--- config.mk ---
export PLATFORM = sky130hd
export DESIGN_NAME = watchdog_control_kick_count
export DESIGN_NICKNAME = d
export VERILOG_FILES = /design/src/wdt_ctl_pkg.sv /design/src/watchdog_control_kick_count.sv
export VERILOG_INCLUDE_DIRS = /design/src
export SDC_FILE = /design/constraint.sdc
export NUM_CORES = 1
export LEC_CHECK = 0
export BUFFER_PORTS_ARGS = -buffer_cell sky130_fd_sc_hd__buf_2
export CORE_ASPECT_RATIO = 1.1
export CORE_MARGIN = 10
export CORE_UTILIZATION = 30
export DETAILED_ROUTE_END_ITERATION = 12
export SYNTH_ARGS = -nofsm -noshare
export SYNTH_HDL_FRONTEND = slang
export SYNTH_SLANG_ARGS = --single-unit
--- constraint.sdc ---
create_clock -name core_clk_in -period 5 [get_ports core_clk_in]
set_input_delay 0.25 -clock core_clk_in [delete_from_list [all_inputs] [get_ports core_clk_in]]
set_output_delay 0.25 -clock core_clk_in [all_outputs]
set_load 0.02 [all_outputs]
--- src/wdt_ctl_regs.svh ---
`ifndef WDT_CTL_REGS_SVH
`define WDT_CTL_REGS_SVH

// Byte offsets on the internal register port
`define WDT_OFS_COUNT      8'h00
`define WDT_OFS_LOAD       8'h00
`define WDT_OFS_CONTROL    8'h04
`define WDT_OFS_KICK       8'h08

// Control register fields
`define WDT_BIT_ENABLE     0
`define WDT_BIT_UFLOW      1
`define WDT_BIT_STALL_LO   2
`define WDT_BIT_STALL_HI   4

// Reset values and timing
`define WDT_LOAD_RESET     16'h000f
`define WDT_COUNT_RESET    16'h000f
`define WDT_CTL_RESET      8'h00
`define WDT_TICKS_PER_STEP 33

`endif

--- src/wdt_ctl_pkg.sv ---
`default_nettype none
package wdt_ctl_pkg;
	// One register port request, sampled every clock
	typedef struct packed {
		logic        wr;    // Write strobe, one cycle
		logic        rd;    // Read strobe, one cycle
		logic [7:0]  addr;  // Byte offset
		logic [15:0] wdata; // Write data, narrow registers use low bits
	} reg_req_t;
endpackage : wdt_ctl_pkg
`default_nettype wire

--- src/watchdog_control_kick_count.sv ---
// Contract
// Control bits 4..2 enable stall lines 2..0; read/write, reset 0.
// Hardware sets underflow flag, control bit 1, on underflow; resets 0.
// Writing one clears underflow flag; writing zero leaves it unchanged.
// Control bit 0 enables watchdog; resets to 0, inactive by default.
// Kick register is a storage-free strobe; reads return zero.
// Kick write while enabled reloads counter from load value.
// Kick write while disabled changes nothing.
// Count register shows live 16-bit counter, read-only, reset 0xf.
// Underflow before reload emits event pulse and sets underflow flag.
// Enabled counter decrements once per 33 tick clock cycles.
// Writing load register also reloads the counter with the new value.
// Enabled stall line asserted holds the counter.
// Control bits 7..5 read zero and ignore writes.
`include "wdt_ctl_regs.svh"
`default_nettype none
module watchdog_control_kick_count #(
	parameter int TICKS_PER_STEP = `WDT_TICKS_PER_STEP
) (
	input  wire logic                  core_clk_in,          // 40 MHz clock
	input  wire logic                  srst_in,              // Sync reset
	input  wire wdt_ctl_pkg::reg_req_t reg_req_in,           // Register port
	input  wire logic                  watchdog_tick_clock_in, // Slow tick
	input  wire logic [2:0]            stall_request_in,     // Stall lines
	output logic [15:0]                reg_rdata_out,        // Read data
	output logic                       watchdog_event_out    // Expiry pulse
);

	localparam int PW = $clog2(TICKS_PER_STEP);

	logic [15:0]   load_value;
	logic [15:0]   count;
	logic [2:0]    stall_input_enable;
	logic          underflow_reset_flag;
	logic          enable;
	logic [PW-1:0] prescale;
	logic          tick_prev;

	function automatic logic hit(input wdt_ctl_pkg::reg_req_t r,
		input logic [7:0] ofs);
		hit = r.addr == ofs;
	endfunction : hit

	// Decode
	wire wr_load = reg_req_in.wr && hit(reg_req_in, `WDT_OFS_LOAD);
	wire wr_ctl  = reg_req_in.wr && hit(reg_req_in, `WDT_OFS_CONTROL);
	wire wr_kick = reg_req_in.wr && hit(reg_req_in, `WDT_OFS_KICK);
	wire kick_ok = wr_kick && enable;
	wire reload  = wr_load || kick_ok;

	// Tick input is synchronous; its rising edge paces the prescaler.
	// Ticks narrower than one core clock would be missed, so the tick
	// source must hold each level for at least one core cycle.
	wire tick_rise = watchdog_tick_clock_in && !tick_prev;
	wire stalled   = |(stall_input_enable & stall_request_in);
	wire run       = enable && !stalled && tick_rise;
	wire last_tick = prescale == PW'(TICKS_PER_STEP - 1);
	wire step      = run && last_tick;
	wire underflow = step && count == 16'h0000;

	wire [15:0] reload_src = wr_load ? reg_req_in.wdata : load_value;
	wire [15:0] next_count = reload ? reload_src :
		underflow ? load_value :
		step ? count - 16'h0001 : count;
	wire [PW-1:0] next_prescale = reload ? '0 :
		!run ? prescale :
		last_tick ? '0 : prescale + PW'(1);

	// Set wins over a same-cycle clear so an underflow is never lost;
	// firmware that clears in that very cycle sees the flag again and
	// must read it once more before trusting it is gone
	wire clr_flag = wr_ctl && reg_req_in.wdata[`WDT_BIT_UFLOW];
	wire next_flag = underflow || (underflow_reset_flag && !clr_flag);

	wire [7:0] ctl_view = {3'b000, stall_input_enable,
		underflow_reset_flag, enable};
	wire [15:0] next_rdata =
		!reg_req_in.rd ? 16'h0000 :
		hit(reg_req_in, `WDT_OFS_COUNT) ? count :
		hit(reg_req_in, `WDT_OFS_CONTROL) ? {8'h00, ctl_view} :
		16'h0000;

	always_ff @(posedge core_clk_in) begin
		if (srst_in) begin
			load_value <= `WDT_LOAD_RESET;
			count      <= `WDT_COUNT_RESET;
			prescale   <= '0;
			tick_prev  <= 1'b0;
		end else begin
			if (wr_load)
				load_value <= reg_req_in.wdata;
			count     <= next_count;
			prescale  <= next_prescale;
			tick_prev <= watchdog_tick_clock_in;
		end
	end

	always_ff @(posedge core_clk_in) begin
		if (srst_in) begin
			stall_input_enable   <= 3'b000;
			underflow_reset_flag <= 1'b0;
			enable               <= 1'b0;
			watchdog_event_out   <= 1'b0;
			reg_rdata_out        <= 16'h0000;
		end else begin
			if (wr_ctl) begin
				stall_input_enable <= reg_req_in.wdata[
					`WDT_BIT_STALL_HI:`WDT_BIT_STALL_LO];
				enable <= reg_req_in.wdata[`WDT_BIT_ENABLE];
			end
			underflow_reset_flag <= next_flag;
			watchdog_event_out   <= underflow;
			reg_rdata_out        <= next_rdata;
		end
	end
endmodule : watchdog_control_kick_count
`default_nettype wire

* Yosys cells after proc, flatten, opt, wreduce, memory -nomap -nowiden
Index checks and enable logic that the tools add are counted.
** Storage, ports and cells
- Output and inout bits :: 17
- Bits in registers :: 61
** Cells by class
- Reductions and logical operators :: 22
- $add $sub $neg :: 2
- Muxes and demuxes :: 7
- Bitwise logic cells :: 2
- Equal/unequal tests :: 3
** Operators by type and width (number)
- $mux 16 :: 5
- $logic_not 16->1 :: 1
- $sub 16x1->16 const B :: 1
- $logic_and 1x1->1 :: 11
- $eq 8x3->1 const B :: 1
- $eq 8x4->1 const B :: 1
- $logic_not 8->1 :: 1
- $add 6x1->6 const B :: 1
- $eq 6x6->1 const B :: 1
- $mux 6 :: 1
- $mux 5 :: 1
- $reduce_or 2->1 :: 2
- $and 3x3->3 :: 1
- $logic_not 1->1 :: 3
- $reduce_bool 3->1 :: 1
- $reduce_or 3->1 :: 1
- $logic_or 1x1->1 :: 2
- $not 1->1 :: 1

* Depth between registers and ports, before layout
- Word-level depth :: 9
- Gate-level depth with buffers :: 8
- Gate-level depth less buffers :: 7

* Least setup slack after synthesis
OpenSTA, ideal clock, no wires.
- Path kind :: input-to-reg
- Start point :: input port reg_req_in[17] in the netlist's numbering
- End point :: register count[11]
- Library setup time :: 0.115 ns
- Data arrival time :: 2.062 ns
- Buffers on the path :: 2
- Slack :: 2.824 ns
- Cell stages on the path :: 7
- Cells stage by stage :: or4_4 -> buf_6 -> nor4_4 -> buf_4 -> mux2i_1 -> a21oi_1 -> o21a_1
** On the way
- Longest elaborated chain between the ends :: 5
- Elaborated cells between the ends (all ways) :: 9
- Those cells by class :: eq/ne (1); mux (2); reduce/logical (6)
** RTL lines
- start: declaration :: line watchdog_control_kick_count.sv:22 : input wire wdt_ctl_pkg::reg_req_t reg_req_in,
- $eq 8x4->1 :: line watchdog_control_kick_count.sv:41 : hit = r.addr == ofs;
- $logic_and 1x1->1 :: line watchdog_control_kick_count.sv:47 : wire wr_kick = reg_req_in.wr && hit(reg_req_in, `WDT_OFS_KICK);
- $logic_and 1x1->1 :: line watchdog_control_kick_count.sv:48 : wire kick_ok = wr_kick && enable;
- $logic_or 1x1->1 :: line watchdog_control_kick_count.sv:49 : wire reload = wr_load || kick_ok;
- $reduce_bool 3->1 (no source line) or $mux 16 (tied branches)
- end signal: assignment :: line watchdog_control_kick_count.sv:86 : count <= `WDT_COUNT_RESET;
- end signal: assignment :: line watchdog_control_kick_count.sv:92 : count <= next_count;
- end: declaration :: line watchdog_control_kick_count.sv:32 : logic [15:0] count;
Parallel ways exist; a longest one is shown, timed or not.
A chain may end at the register's enable or synchronous reset.

* Worst setup path in the final report
- Start point :: register count[0]
- End point :: register count[7]
** On the way
- Longest elaborated chain between the ends :: 4
- Elaborated cells between the ends (all ways) :: 7
- Those cells by class :: add/sub (1); mux (3); reduce/logical (3)
** RTL lines
- $sub 16x1->16 or $logic_not 16->1 (tied branches) :: line watchdog_control_kick_count.sv:64, watchdog_control_kick_count.sv:59
- $mux 16 or $logic_and 1x1->1 (tied branches) :: line watchdog_control_kick_count.sv:64, watchdog_control_kick_count.sv:59
- $mux 16 :: line watchdog_control_kick_count.sv:63 : underflow ? load_value :
- $mux 16 :: line watchdog_control_kick_count.sv:62 : wire [15:0] next_count = reload ? reload_src :
Parallel ways exist; a longest one is shown, timed or not. The select of a mux whose other input is x is not followed.

==> implementation parameters <==
Parameter                              Value

Routing
  Starting DRC count in detailed routing ... 153
  Drt first pass iters ... 4
  Routed length per instance ... 16.0 um
  Via count of the routed design ... roughly 2,400
  Aggregate routed wire length ... 7.49 mm
  ANT nets after route ... 0
  # DRC ... 0
  Post-DR vias/cell ... 5.16

Critical path
  Endpoint kind of the worst setup timing path ... flop
  Required arrival time at the worst endpoint ... 5.24 ns
  Crit path kind ... flop to flop
  Crit Path Max Fanout ... 14
  Category of the worst setup path launch point ... flop
  WP data arrival ... between 3 and 4 ns
  Cells on worst reg2reg path ... 7

Flow run
  MaxCap Viol Count ... 0

Clock tree
  Clock tree sinks ... 61
  Total CTS buffers ... 9
  Post-CTS repair timing setup buffer count ... 0
  Post-CTS resize count ... 0
  CTS hold repair buffers ... 0
  CTS root buffer ... sky130_fd_sc_hd__clkbuf_8
  H-tree levels ... 3
  CTS tree ... yes
  Clk Latency, worst-skew pair ... 0.35 ns
  Clk pin slew, worst setup/hold paths ... 0.07 ns
  Buffers from clock root to sink, at most ... 2

Finish
  Layout net count ... 383
  Leading cell type in the layout, fill and taps excluded ... sky130_fd_sc_hd__dfxtp_1
  Final cell utilization of the core ... 0.363
  Fraction of layout instances using a drive strength above 1 ... 0.239
  Ant diodes ... 0
  Non-Filler Instances ... 469
  Area added between synthesis and finish ... 18.2%
  Highest-count cells in the layout ignoring fill and taps ... sky130_fd_sc_hd__dfxtp_1 (61), sky130_fd_sc_hd__buf_2 (48), sky130_fd_sc_hd__nor2_1 (36), sky130_fd_sc_hd__mux2i_1 (26)

Timing
  Final cycle utilization of the critical path ... 0.583
  Final period demand of the worst path ... 2.92 ns
  Fin Setup TNS ... 0 ns
  Endpoints failing hold ... 0
  Unrepaired setup endpoints after global routing ... false
  Worst clock skew ... 0.00628 ns
  Transition time at the pin with the least slew margin ... between 1 and 1.5 ns
  Fmax achieved ... 0.343 GHz
  Total of endpoints with negative setup slack in the final report ... 0
  Final number of max-transition violations ... 0
  Slew headroom ... 0.189

Synthesis
  Ranking of synthesized cells by area ... sky130_fd_sc_hd__dfxtp_1 (42%), sky130_fd_sc_hd__mux2i_1 (9.1%), sky130_fd_sc_hd__nor2_1 (4.7%), sky130_fd_sc_hd__mux2_2 (2.4%), sky130_fd_sc_hd__a21oi_1 (2.3%)
  Synthesized area per cell ... 9.42 um^2
  Synth Cell Area ... 0.00287 mm^2
  Number of cells produced by synthesis ... about 310
  Flops & latches, synth ... 61
  Portion of the post-synthesis area used by sequential elements ... 0.425
  Synthesized netlist net count ... 340
  Proportion of synthesized flip-flops having asynchronous set or reset ... 0
  Yosys top cell area share ... 0.425
  Number of warnings issued by yosys ... 0
  Number of distinct library cells after synthesis ... 60
  Predominant post-synthesis flop cell ... sky130_fd_sc_hd__dfxtp_1
  Largest area contributor in the synthesized netlist ... sky130_fd_sc_hd__dfxtp_1
  Count of flip-flops with a built-in enable after synthesis ... 0

Power
  Clock power share ... 0.460
  Logic pwr share ... 0.039
  Flop pwr share ... 0.501
  Fraction of power spent switching nets ... 0.226
  Leakage power figure ... around 1.3 nW
  Overall power after layout ... 978 uW
  Switching power of the nets ... 221 uW
  Power density relative to cell area ... about 290 mW/mm^2
  Peak supply drop ... 0.000118 V
  Internal Power ... 757 uW

Die
  Starting density of the core ... 0.307
  Io pins ... 49
  Count of standard-cell rows ... 37
  Die width ... 113 um
  Die Footprint ... 0.0139 mm^2
  Die height ... 123 um
  Floorplan core area ... 0.00935 mm^2

Global route
  Number of global-route vias before repair ... 2,401
  Global-route wire length before repair ... 12.1 mm
  Overflow after GRT ... 0
  Antenna violations before repair ... 0
  Maximum number of pins on one net before global-route repair ... 41
  Total GRT Usage ... 0.107

Place
  Placed cell count ... roughly 450
  HPWL Detailed ... 5.38 mm
  Buffers on Ports ... 48
  Final Wtd Congestion ... 0.840

Hold path
  Kind of path behind the tightest hold check ... input pin to flop
  Number of cells on the worst hold path ... 2

Status
  Status ... finished clean
## worst paths after layout
path                                              from                   end  slack [ns]
worst max-delay path                          count[0]              count[7]        2.08
worst min-delay path            watchdog_tick_clock_in             tick_prev        0.14
worst max register to register                count[0]              count[7]        2.08
worst min register to register    underflow_reset_flag  underflow_reset_flag        0.47
## power by group through the flow
stage | sequential (mW) | clock [mW] | combinational, mW
4_1_cts | 0.489 | 0.459 | 0.0384
3_3_place_gp | 0.501 | 0 | 0.0379
5_1_grt | 0.489 | 0.480 | 0.0418
2_1_floorplan | 0.499 | 0 | 0.0216
6_report | 0.489 | 0.450 | 0.0380
3_5_place_dp | 0.501 | 0 | 0.0383
## synth_stat cells, types with 4 or more instances
library cell,instances
sky130_fd_sc_hd__nor2_1,36
sky130_fd_sc_hd__nand2_1,13
sky130_fd_sc_hd__mux2i_1,26
sky130_fd_sc_hd__clkbuf_1,15
sky130_fd_sc_hd__mux2_2,6
sky130_fd_sc_hd__o21ai_0,7
sky130_fd_sc_hd__o211ai_1,7
sky130_fd_sc_hd__inv_1,9
sky130_fd_sc_hd__o32ai_1,4
sky130_fd_sc_hd__xor2_1,6
sky130_fd_sc_hd__nor3_1,9
sky130_fd_sc_hd__a22oi_1,5
sky130_fd_sc_hd__nor2b_1,4
sky130_fd_sc_hd__and2_1,9
sky130_fd_sc_hd__a21oi_1,13
sky130_fd_sc_hd__nand2b_1,4
sky130_fd_sc_hd__nand4_1,7
sky130_fd_sc_hd__dfxtp_1,61
## sequential cells by signal, summed over array words and instances (netlist names)
name                  cells
tick_prev                 1
watchdog_event_out        1
enable                    1
prescale                  6
load_value               16
underflow_reset_flag      1
count                    16
reg_rdata_out            16
stall_input_enable        3
## worst max-delay path: stages (launching register included)
cell	delay (ns)
sky130_fd_sc_hd__dfxtp_1	0.36
sky130_fd_sc_hd__inv_1	0.09
sky130_fd_sc_hd__ha_1	0.18
sky130_fd_sc_hd__nor3b_1	0.47
sky130_fd_sc_hd__nand4_1	0.57
sky130_fd_sc_hd__or2_2	0.61
sky130_fd_sc_hd__a22o_1	0.25
sky130_fd_sc_hd__o31a_1	0.26
## layout make-up
type	count	area, um^2
Clock buffer	11	151
Clock inverter	4	47.5
Fill cell	983	5950
Inverter	9	33.8
Multi-Input combinational cell	216	1530
Sequential cell	61	1220
Tap cell	117	146
Timing Repair Buffer	51	263
## per-stage QoR
| stage | hold slack [ns] | cell area (um^2) | setup WS, ns |
|---|---|---|---|
| floorplan | 0.378 | 2870 | 2.82 |
| global placement | 0.452 | 3200 | 2.08 |
| detailed placement | 0.457 | 3200 | 2.09 |
| CTS | 0.139 | 3400 | 2.09 |
| global route | 0.156 | 3400 | 1.86 |
| finish | 0.140 | 3400 | 2.08 |
## kinds of logic after synthesis
group,Yosys count,share of synthesized area
multiplexers,32,0.114
buffers and inverters,28,0.0414
XOR/XNOR,9,0.0274
flip-flops,61,0.425
adder cells (fa/ha/maj),3,0.0131
AO/OA/AOI/OAI,62,0.159
AND/OR/NAND/NOR,110,0.220
## metal layers
metal | GRT usage | wire length (um)
met2 | 0.172 | 3570
met3 | 0.0254 | 369
met5 | 0 | 0
met4 | 0.0595 | 166
met1 | 0.129 | 3380
No activity file was read; power rests on OpenSTA's default activity.
